==> config.mk <==
export PLATFORM = sky130hd
export DESIGN_NAME = timer_core
export DESIGN_NICKNAME = d
export VERILOG_FILES = /design/src/verilog/timer_pkg.sv /design/src/verilog/event_divider.sv /design/src/verilog/clock_source_select.sv /design/src/verilog/timer_core.sv
export SDC_FILE = /design/constraint.sdc
export NUM_CORES = 1
export LEC_CHECK = 0
export ABC_AREA = 1
export ABC_CLOCK_PERIOD_IN_PS = 4120
export BUFFER_PORTS_ARGS = -buffer_cell sky130_fd_sc_hd__buf_2
export CORE_UTILIZATION = 50
export DETAILED_ROUTE_END_ITERATION = 8
export PLACE_DENSITY_LB_ADDON = 0.08
export SYNTH_ARGS = -nofsm -noshare
export SYNTH_HDL_FRONTEND = slang
export SYNTH_HIERARCHICAL = 1
export SYNTH_SLANG_ARGS = --single-unit
==> constraint.sdc <==
create_clock -name clk_sys -period 4.12 [get_ports clk_sys]
set_input_delay 0.412 -clock clk_sys [delete_from_list [all_inputs] [get_ports clk_sys]]
set_output_delay 0.412 -clock clk_sys [all_outputs]
set_load 0.02 [all_outputs]
==> src/verilog/timer_pkg.sv <==
/*
 * Shared constants, register map and carrier types of the 8/16-bit timer.
 * Assumes an 8-bit register port with byte addresses as printed below.
 */
package timer_pkg;

    // ==========================================================
    // register map
    localparam int          ADDR_W          = 12;
    localparam int          DATA_W          = 8;
    localparam logic [11:0] ADDR_COUNT_LOW  = 12'hfd3;
    localparam logic [11:0] ADDR_COUNT_HIGH = 12'hfd4;
    localparam logic [11:0] ADDR_CTRL_A     = 12'hfd5;
    localparam logic [11:0] ADDR_CTRL_B     = 12'hfd6;
    localparam logic [11:0] ADDR_IRQ_CTRL   = 12'hfd7;

    // ==========================================================
    // reset values and field positions
    localparam logic [7:0]  CTRL_A_RESET    = 8'h00;
    localparam logic [7:0]  CTRL_B_RESET    = 8'h00;
    localparam logic [7:0]  COUNT_RESET     = 8'h00;
    localparam logic [7:0]  READ_IDLE       = 8'h00;
    localparam logic        IRQ_RESET       = 1'b0;
    localparam int          IRQ_FLAG_BIT    = 0;
    localparam int          IRQ_ENABLE_BIT  = 1;
    localparam logic [15:0] COUNT16_MAX     = 16'hffff;

    // ==========================================================
    // clock sources
    localparam logic [2:0]  SRC_PIN         = 3'h0;
    localparam logic [2:0]  SRC_PIN_INV     = 3'h1;
    localparam logic [2:0]  SRC_INSTR       = 3'h2;
    localparam logic [2:0]  SRC_HFOSC       = 3'h3;
    localparam logic [2:0]  SRC_LFOSC       = 3'h4;
    localparam logic [2:0]  SRC_SECOSC      = 3'h5;
    localparam int          RAW_PIN         = 0;
    localparam int          RAW_HFOSC       = 1;
    localparam int          RAW_LFOSC       = 2;
    localparam int          RAW_SECOSC      = 3;
    localparam int          RAW_COUNT       = 4;

    // ==========================================================
    // timing and scaler widths
    localparam logic [1:0]  INSTR_DIV_LAST  = 2'h3;
    localparam int          PRES_W          = 15;
    localparam int          POST_W          = 4;

    typedef struct packed {
        logic       moduleEnable;
        logic       reserved;
        logic       outputStatusBit;
        logic       widthSelect;
        logic [3:0] postscaleField;
    } ctrl_a_t;

    typedef struct packed {
        logic [2:0] clockSourceField;
        logic       asyncEnable;
        logic [3:0] prescaleField;
    } ctrl_b_t;

    typedef struct packed {
        logic        wrStrobe;
        logic        rdStrobe;
        logic [11:0] addr;
        logic [7:0]  wrData;
    } bus_req_t;

endpackage

==> src/verilog/event_divider.sv <==
/*
 * Event divider: passes one input tick in every limit+1.
 * Assumes ticks are one-cycle pulses on clk_sys; clear restarts the count.
 */
module event_divider #(
    parameter int W = 4
) (
    input  wire logic         clk_sys,
    input  wire logic         srst,
    input  wire logic         clear,
    input  wire logic         inTick,
    input  wire logic [W-1:0] limit,
    output logic              outTick
);

    logic [W-1:0] count_q;

    // limit may shrink below the count; >= keeps it from running the full range
    assign outTick = inTick && (count_q >= limit);

    always_ff @(posedge clk_sys) begin
        if (srst || clear) begin
            count_q <= '0;
        end else if (outTick) begin
            count_q <= '0;
        end else if (inTick) begin
            count_q <= count_q + W'(1);
        end
    end

endmodule

==> src/verilog/clock_source_select.sv <==
/*
 * Clock source selection: synchronises the outside clock sources to clk_sys
 * and turns the chosen one into a one-cycle tick on its rising edge, or on the pin's falling edge for the inverted code.
 * Assumes every raw source is slower than half of clk_sys.
 */
module clock_source_select (
    input  wire logic       clk_sys,
    input  wire logic       srst,
    input  wire logic [3:0] rawSources,
    input  wire logic       instrTick,
    input  wire logic [2:0] clockSourceField,
    output logic            srcTick
);

    wire [3:0] riseSeen;
    wire [3:0] fallSeen;

    // ==========================================================
    // two-stage synchronisers, then an edge detector per source
    genvar gi;
    generate
        for (gi = 0; gi < timer_pkg::RAW_COUNT; gi++) begin : g_sync
            logic meta_q;
            logic level_q;
            logic prev_q;
            always_ff @(posedge clk_sys) begin
                if (srst) begin
                    meta_q  <= 1'b0;
                    level_q <= 1'b0;
                    prev_q  <= 1'b0;
                end else begin
                    meta_q  <= rawSources[gi];
                    level_q <= meta_q;
                    prev_q  <= level_q;
                end
            end
            assign riseSeen[gi] = level_q && !prev_q;
            assign fallSeen[gi] = !level_q && prev_q;
        end
    endgenerate

    // ==========================================================
    // source mux; reserved codes give no ticks
    always_comb begin
        case (clockSourceField)
            timer_pkg::SRC_PIN:     srcTick = riseSeen[timer_pkg::RAW_PIN];
            timer_pkg::SRC_PIN_INV: srcTick = fallSeen[timer_pkg::RAW_PIN];
            timer_pkg::SRC_INSTR:   srcTick = instrTick;
            timer_pkg::SRC_HFOSC:   srcTick = riseSeen[timer_pkg::RAW_HFOSC];
            timer_pkg::SRC_LFOSC:   srcTick = riseSeen[timer_pkg::RAW_LFOSC];
            timer_pkg::SRC_SECOSC:  srcTick = riseSeen[timer_pkg::RAW_SECOSC];
            default:                srcTick = 1'b0;
        endcase
    end

endmodule

==> src/verilog/timer_core.sv <==
/*
 * Top of the 8/16-bit timer: register port, counter, scalers, output and
 * interrupt flag. Assumes a single-cycle register master on clk_sys and a
 * sleep indication that is already synchronous to clk_sys.
 */
//
// Summary of operation
// - width select 1 gives a 16-bit counter, 0 an 8-bit period counter
// - counter advances once per prescaled tick of the chosen clock
// - 8-bit: low byte equal to period shadow clears and reloads shadow
// - 16-bit: reading low byte latches the live high byte into high register
// - 16-bit: high register write buffers; low byte write moves it into counter
// - 16-bit: counter wraps from all ones to zero and keeps running
// - three-bit field picks pin, inverted pin, instruction clock or oscillators
// - synchronous mode aligns counting to the instruction clock rate
// - asynchronous mode counts straight on each prescaler output tick
// - prescaler divides by two to the power of its field
// - prescaler is hidden and cleared by low byte, control writes, reset
// - postscaler divides match or wrap events by field plus one
// - postscaler is hidden and cleared by low byte, control writes, reset
// - output toggles whenever the postscaler completes its count
// - output shows in read-only bit five of control register a
// - output toggle sets interrupt flag; flag with enable requests interrupt
// - flag sets once per postscale field plus one events
// - synchronous mode stops counting during sleep
// - asynchronous mode keeps counting in sleep, except on the instruction clock, and raises wake when enabled
// - enable bit seven of control register a runs or stops the module
// - 16-bit mode has no hardware reload, only wrap and writes
// - 8-bit mode uses the high register as period, low restarts from zero
module timer_core (
    input  wire logic                clk_sys,
    input  wire logic                srst,
    input  wire timer_pkg::bus_req_t busReq,
    output logic [7:0]               rdData,
    input  wire logic                pinIn,
    input  wire logic                hfOscIn,
    input  wire logic                lfOscIn,
    input  wire logic                secOscIn,
    input  wire logic                sleepActive,
    output logic                     timerOut,
    output logic                     irqRequest,
    output logic                     wakeRequest
);

    timer_pkg::ctrl_a_t ctrlA_q;
    timer_pkg::ctrl_b_t ctrlB_q;
    logic [7:0]         cntLow_q;
    logic [7:0]         cntHigh_q;
    logic [7:0]         hiReg_q;
    logic [7:0]         perShadow_q;
    logic [7:0]         rdData_q;
    logic [1:0]         instrDiv_q;
    logic               pend_q;
    logic               out_q;
    logic               irqFlag_q;
    logic               irqEnable_q;
    logic               wrLow;
    logic               wrHigh;
    logic               wrCtrlA;
    logic               wrCtrlB;
    logic               wrIrq;
    logic               rdLow;
    logic               scalerClear;
    logic               instrTick;
    logic               srcTick;
    logic               presTick;
    logic               countTick;
    logic               matchNow;
    logic               rollEvent;
    logic               postTick;
    logic [14:0]        presLimit;

    // ==========================================================
    // register decode
    assign wrLow   = busReq.wrStrobe && (busReq.addr == timer_pkg::ADDR_COUNT_LOW);
    assign wrHigh  = busReq.wrStrobe && (busReq.addr == timer_pkg::ADDR_COUNT_HIGH);
    assign wrCtrlA = busReq.wrStrobe && (busReq.addr == timer_pkg::ADDR_CTRL_A);
    assign wrCtrlB = busReq.wrStrobe && (busReq.addr == timer_pkg::ADDR_CTRL_B);
    assign wrIrq   = busReq.wrStrobe && (busReq.addr == timer_pkg::ADDR_IRQ_CTRL);
    assign rdLow   = busReq.rdStrobe && (busReq.addr == timer_pkg::ADDR_COUNT_LOW);

    assign scalerClear = wrLow || wrCtrlA || wrCtrlB;

    always_ff @(posedge clk_sys) begin
        if (srst) begin
            ctrlA_q <= timer_pkg::CTRL_A_RESET;
        end else if (wrCtrlA) begin
            ctrlA_q <= busReq.wrData;
        end
    end

    always_ff @(posedge clk_sys) begin
        if (srst) begin
            ctrlB_q <= timer_pkg::CTRL_B_RESET;
        end else if (wrCtrlB) begin
            ctrlB_q <= busReq.wrData;
        end
    end

    // ==========================================================
    // instruction clock: one tick in four, absent during sleep
    always_ff @(posedge clk_sys) begin
        if (srst) begin
            instrDiv_q <= 2'h0;
        end else begin
            instrDiv_q <= instrDiv_q + 2'h1;
        end
    end

    assign instrTick = (instrDiv_q == timer_pkg::INSTR_DIV_LAST) && !sleepActive;

    // ==========================================================
    // clock source and prescaler
    // source selection
    clock_source_select u_src (
        .clk_sys          (clk_sys),
        .srst             (srst),
        .rawSources       ({secOscIn, lfOscIn, hfOscIn, pinIn}),
        .instrTick        (instrTick),
        .clockSourceField (ctrlB_q.clockSourceField),
        .srcTick          (srcTick)
    );

    assign presLimit = 15'((16'h0001 << ctrlB_q.prescaleField) - 16'h0001);

    // disabled module feeds no ticks, so the prescaler holds
    event_divider #(
        .W (timer_pkg::PRES_W)
    ) u_pres (
        .clk_sys (clk_sys),
        .srst    (srst),
        .clear   (scalerClear),
        .inTick  (srcTick && ctrlA_q.moduleEnable),
        .limit   (presLimit),
        .outTick (presTick)
    );

    // hold a prescaled tick until the next instruction tick
    // prescaled ticks seen while asleep are lost, not counted on waking
    always_ff @(posedge clk_sys) begin
        if (srst || scalerClear || !ctrlA_q.moduleEnable || sleepActive) begin
            pend_q <= 1'b0;
        end else if (presTick) begin
            pend_q <= 1'b1;
        end else if (instrTick) begin
            pend_q <= 1'b0;
        end
    end

    // asynchronous mode counts straight on the prescaler output
    assign countTick = ctrlA_q.moduleEnable &&
                       (ctrlB_q.asyncEnable ? presTick : (pend_q && instrTick));

    // ==========================================================
    // counter
    assign matchNow = (cntLow_q == perShadow_q);

    // one postscaler event per match or wrap
    assign rollEvent = countTick && !wrLow &&
                       (ctrlA_q.widthSelect ? ({cntHigh_q, cntLow_q} == timer_pkg::COUNT16_MAX) : matchNow);

    always_ff @(posedge clk_sys) begin
        if (srst) begin
            cntLow_q    <= timer_pkg::COUNT_RESET;
            cntHigh_q   <= timer_pkg::COUNT_RESET;
            perShadow_q <= timer_pkg::COUNT_RESET;
        end else if (wrLow) begin
            cntLow_q <= busReq.wrData;
            // buffered high byte moves in with the low byte
            if (ctrlA_q.widthSelect) begin
                cntHigh_q <= hiReg_q;
            end
        end else if (countTick) begin
            if (ctrlA_q.widthSelect) begin
                // only wrap and writes change it
                {cntHigh_q, cntLow_q} <= {cntHigh_q, cntLow_q} + 16'h0001;
            end else if (matchNow) begin
                // clear low byte and refresh the period shadow
                cntLow_q    <= timer_pkg::COUNT_RESET;
                perShadow_q <= hiReg_q;
            end else begin
                cntLow_q <= cntLow_q + 8'h01;
            end
        end
    end

    // high register is the period in 8-bit mode, the buffer in 16-bit
    always_ff @(posedge clk_sys) begin
        if (srst) begin
            hiReg_q <= timer_pkg::COUNT_RESET;
        end else if (wrHigh) begin
            hiReg_q <= busReq.wrData;
        end else if (rdLow && ctrlA_q.widthSelect) begin
            // coherent sample of the high byte
            hiReg_q <= cntHigh_q;
        end
    end

    // ==========================================================
    // postscaler, output and interrupt flag
    // divide by field plus one
    event_divider #(
        .W (timer_pkg::POST_W)
    ) u_post (
        .clk_sys (clk_sys),
        .srst    (srst),
        .clear   (scalerClear),
        .inTick  (rollEvent),
        .limit   (ctrlA_q.postscaleField),
        .outTick (postTick)
    );

    always_ff @(posedge clk_sys) begin
        if (srst) begin
            out_q <= 1'b0;
        end else if (postTick) begin
            out_q <= !out_q;
        end
    end

    // toggle sets the flag; a set beats a clear in the same cycle
    always_ff @(posedge clk_sys) begin
        if (srst) begin
            irqFlag_q <= timer_pkg::IRQ_RESET;
        end else if (postTick) begin
            irqFlag_q <= 1'b1;
        end else if (wrIrq) begin
            irqFlag_q <= busReq.wrData[timer_pkg::IRQ_FLAG_BIT];
        end
    end

    always_ff @(posedge clk_sys) begin
        if (srst) begin
            irqEnable_q <= timer_pkg::IRQ_RESET;
        end else if (wrIrq) begin
            irqEnable_q <= busReq.wrData[timer_pkg::IRQ_ENABLE_BIT];
        end
    end

    // output routed to the pin side
    assign timerOut    = out_q;
    assign irqRequest  = irqFlag_q && irqEnable_q;
    // wake only when counting on without the system rate
    assign wakeRequest = sleepActive && ctrlB_q.asyncEnable && ctrlA_q.moduleEnable && irqRequest;

    // ==========================================================
    // read data, valid only in the cycle after the strobe
    always_ff @(posedge clk_sys) begin
        if (srst || !busReq.rdStrobe) begin
            rdData_q <= timer_pkg::READ_IDLE;
        end else begin
            case (busReq.addr)
                timer_pkg::ADDR_COUNT_LOW:  rdData_q <= cntLow_q;
                timer_pkg::ADDR_COUNT_HIGH: rdData_q <= hiReg_q;
                // status bit five shows the output
                timer_pkg::ADDR_CTRL_A:     rdData_q <= {ctrlA_q.moduleEnable, 1'b0, out_q,
                                                         ctrlA_q.widthSelect, ctrlA_q.postscaleField};
                timer_pkg::ADDR_CTRL_B:     rdData_q <= ctrlB_q;
                timer_pkg::ADDR_IRQ_CTRL:   rdData_q <= {6'h00, irqEnable_q, irqFlag_q};
                default:                    rdData_q <= timer_pkg::READ_IDLE;
            endcase
        end
    end

    assign rdData = rdData_q;
endmodule

==> reports/results.tsv <==
metric	value	unit
cp.arrival	4.01	ns
die_area	11450	um^2
postSynth.asyncResetShare	0	
antenna_found_initial	0	
min_period	3.765	ns
status	finished clean	
reg2reg_to	timerOut	
cts-buffers-inserted	9	
p_total	1.660	mW
clk_latency	0.38	ns
synth_compound_area_frac	0.07691	
hp-start	lfOscIn	
hold_class	primary input to flop	
fmax	265.6	MHz
start_util	0.5248	
rows	37	
worst_pin_slew	0.9986	ns
drt-total-wl	14290	um
dr.pass1.iters	6	
rr_worst_depth	25	
reg2reg_from	ctrlB_q[3]	
yosys.cell_types.count	38	
finalCritPeriodShare	0.9137	
clock_path_buffers	2	
grt_util_met3	0.05836	
ant_nets	0	
use_met1	0.3707	
slowest_delay	0.42	ns
synth_nets	897	
yosys_most_used_dff	dfxtp_1	
syn_to_final_growth	9.483	%
cts_max_level	3	
die_h	107.0	um
overflow	0	
wire_per_inst	14.08	um
cts-hold-fix-buffers	0	
cts_setup_buffers	0	
power_density	274.8	nW/um^2
power_leakage	2.696	nW
io_pins	40	
cp-start-kind	flop	
layout.nets	927	
r2r_setup_slack	0.36	ns
clock-sinks	91	
yosysTopAreaCell	dfxtp_1	
synthCells	844	
dpl.cell_count	999	
hold_end	u_src/g_sync[2].meta_q	
finalInstanceArea	6038	um^2
grt_pass1_wl	23840	um
syn-mean-instance-area	6.535	um^2
setup_tns	0	ns
ctsResizeCount	0	
drc	0	
synth-adder-area-share	0.05445	
first_iter_violations	361	
end_kind	flop	
seq_area_frac_synth	0.3303	
yosysMostFrequentCell	nand2_1	
hold_violations	0	
die_w	107.0	um
yosys.area.top_type_share	0.3303	
crit_path_start	ctrlB_q[3]	
gr-max-usage-layer	met2	
stdcell_count	1015	
tritoncts	built	
min_delay_path_depth	3	
synth.mux.area_fraction	0.001815	
syn-cell-area	5515	um^2
grt_max_degree	36	
synth-seq-cells	91	
core-area	10510	um^2
place_hpwl	10850	um
synth-edff-count	0	
worstPathMaxFanout	9	
synth_top_family_by_area	simple AND/OR/NAND/NOR gates	
placed_area	5789	um^2
drv_cap	0	
synth_area_leaders	dfxtp_1 33%, nand2_1 13%, nor2_1 9.2%	
slew_violations	0	
dr_total_vias	5307	
drive_gt1_frac	0.1035	
crit_slowest_cell	dfxtp_1	
grt_pass1_vias	4912	
slew_headroom	0.3336	
use_met2	0.4005	
critical_path_class	flop to flop	
fin_skew	0.008200	ns
ir_drop	219.7	uV
root_buffer	clkbuf_8	
yosys.area_share.xor_xnor	0.05399	
setup_viol	0	
gp_congestion	0.9197	
path_clk_slew	0.10	ns
yosys_warnings	6	
antennaDiodeCount	0	
port-buffer-count	39	
hold_slack	0.2296	ns
rsz0062_at_grt	false	
grt_usage	0.2677	
synth_commonest_cells	184 x nand2_1, 135 x nor2_1, 127 x inv_1	
crit_required	4.36	ns
fillCellCount	1041	
routed_via_density	5.229	
synth_simple_gate_area_frac	0.3734	
[metal layers]
layer / up-vias / share of wire / routed length, um
li1: 2718 / - / -
met1: 2426 / 0.48 / 6859
met2: 146 / 0.43 / 6160
met3: 17 / 0.071 / 1020
met4: 0 / 0.017 / 249
met5: - / 0 / 0
[cell families after synthesis]
kind of cell | count (synthesis)
buf+inv | 155
mux | 1
simple gates | 459
flops | 91
compound gates | 80
fa+ha+maj | 24
xor+xnor | 34
[worst max-delay path, delay by kind of cell (launching register included)]
kind / cells / cell delay (ns)
AND/OR/NAND/NOR: 13 / 1.52
adder cells (fa/ha/maj): 2 / 0.58
AO/OA/AOI/OAI: 3 / 0.50
flip-flops: 1 / 0.42
buffers and inverters: 5 / 0.32
XOR/XNOR: 2 / 0.28
[cell usage in the layout, fill, tap and decap left out, types with 2 or more instances in the layout]
cell type  netlist  final
o21bai_1         2      2
a21oi_2          2      2
o21ai_1          2      2
nor2_2           7      6
o211ai_1         2      2
xor2_1          22     22
nand4_1         26     26
buf_2            7     39
clkbuf_8         0      9
nand2_2          5      5
ha_1            24     24
nor2_4           6      8
o21ai_0         32     32
inv_1          127    127
nor2_1         135    134
clkinv_4         0      2
inv_2            7      7
bufinv_16        0      2
a21oi_1         37     36
nor3_2           2      2
xnor2_1         12     12
nand3b_1         3      3
nand2_1        184    184
nor3_1          16     16
nand3_1         67     67
dfxtp_1         91     91
[power breakdown]
| group | internal (mW) | switching (mW) |
|---|---|---|
| Clock | 0.351 | 0.356 |
| Sequential | 0.885 | 0.00205 |
| Combinational | 0.0194 | 0.0461 |
[cell type report]
class	count	area, um^2	area share
clock buffers	10	127.6	0.02114
clock inverters	6	97.59	0.01616
inverters	134	503.0	0.08330
multi-input cells	598	3115	0.5160
flip-flops and latches	91	1822	0.3017
well taps	136	170.2	0.02818
repair buffers	40	202.7	0.03357
[worst max path at each step]
stage / end / slack, ns / cells after the start
global placement: timerOut / 0.35 / 26
floorplan: u_post/count_q[3] / 0.51 / 26
CTS: timerOut / 0.12 / 26
detailed placement: timerOut / 0.15 / 26
global route: timerOut / 0.01 / 26
finish: timerOut / 0.36 / 25
[state kept, by name, indices dropped and copies added, names as in the netlist, 2 cells and up]
| name | count |
|---|---|
| cntLow_q | 8 |
| u_src/g_sync.meta_q | 4 |
| ctrlA_q | 6 |
| u_src/g_sync.prev_q | 4 |
| u_post/count_q | 4 |
| cntHigh_q | 8 |
| ctrlB_q | 8 |
| u_src/g_sync.level_q | 4 |
| u_pres/count_q | 15 |
| instrDiv_q | 2 |
| perShadow_q | 8 |
| rdData | 8 |
| hiReg_q | 8 |
[stage by stage]
stage	util	setup slack (ns)
6_report	0.5746	0.3555
5_1_grt	0.5746	0.01282
4_1_cts	0.5723	0.1175
3_5_place_dp	0.5509	0.1525
3_3_place_gp	0.5509	0.3480
2_1_floorplan	-	0.5106
Note: power is estimated with default switching activity, not from simulation.
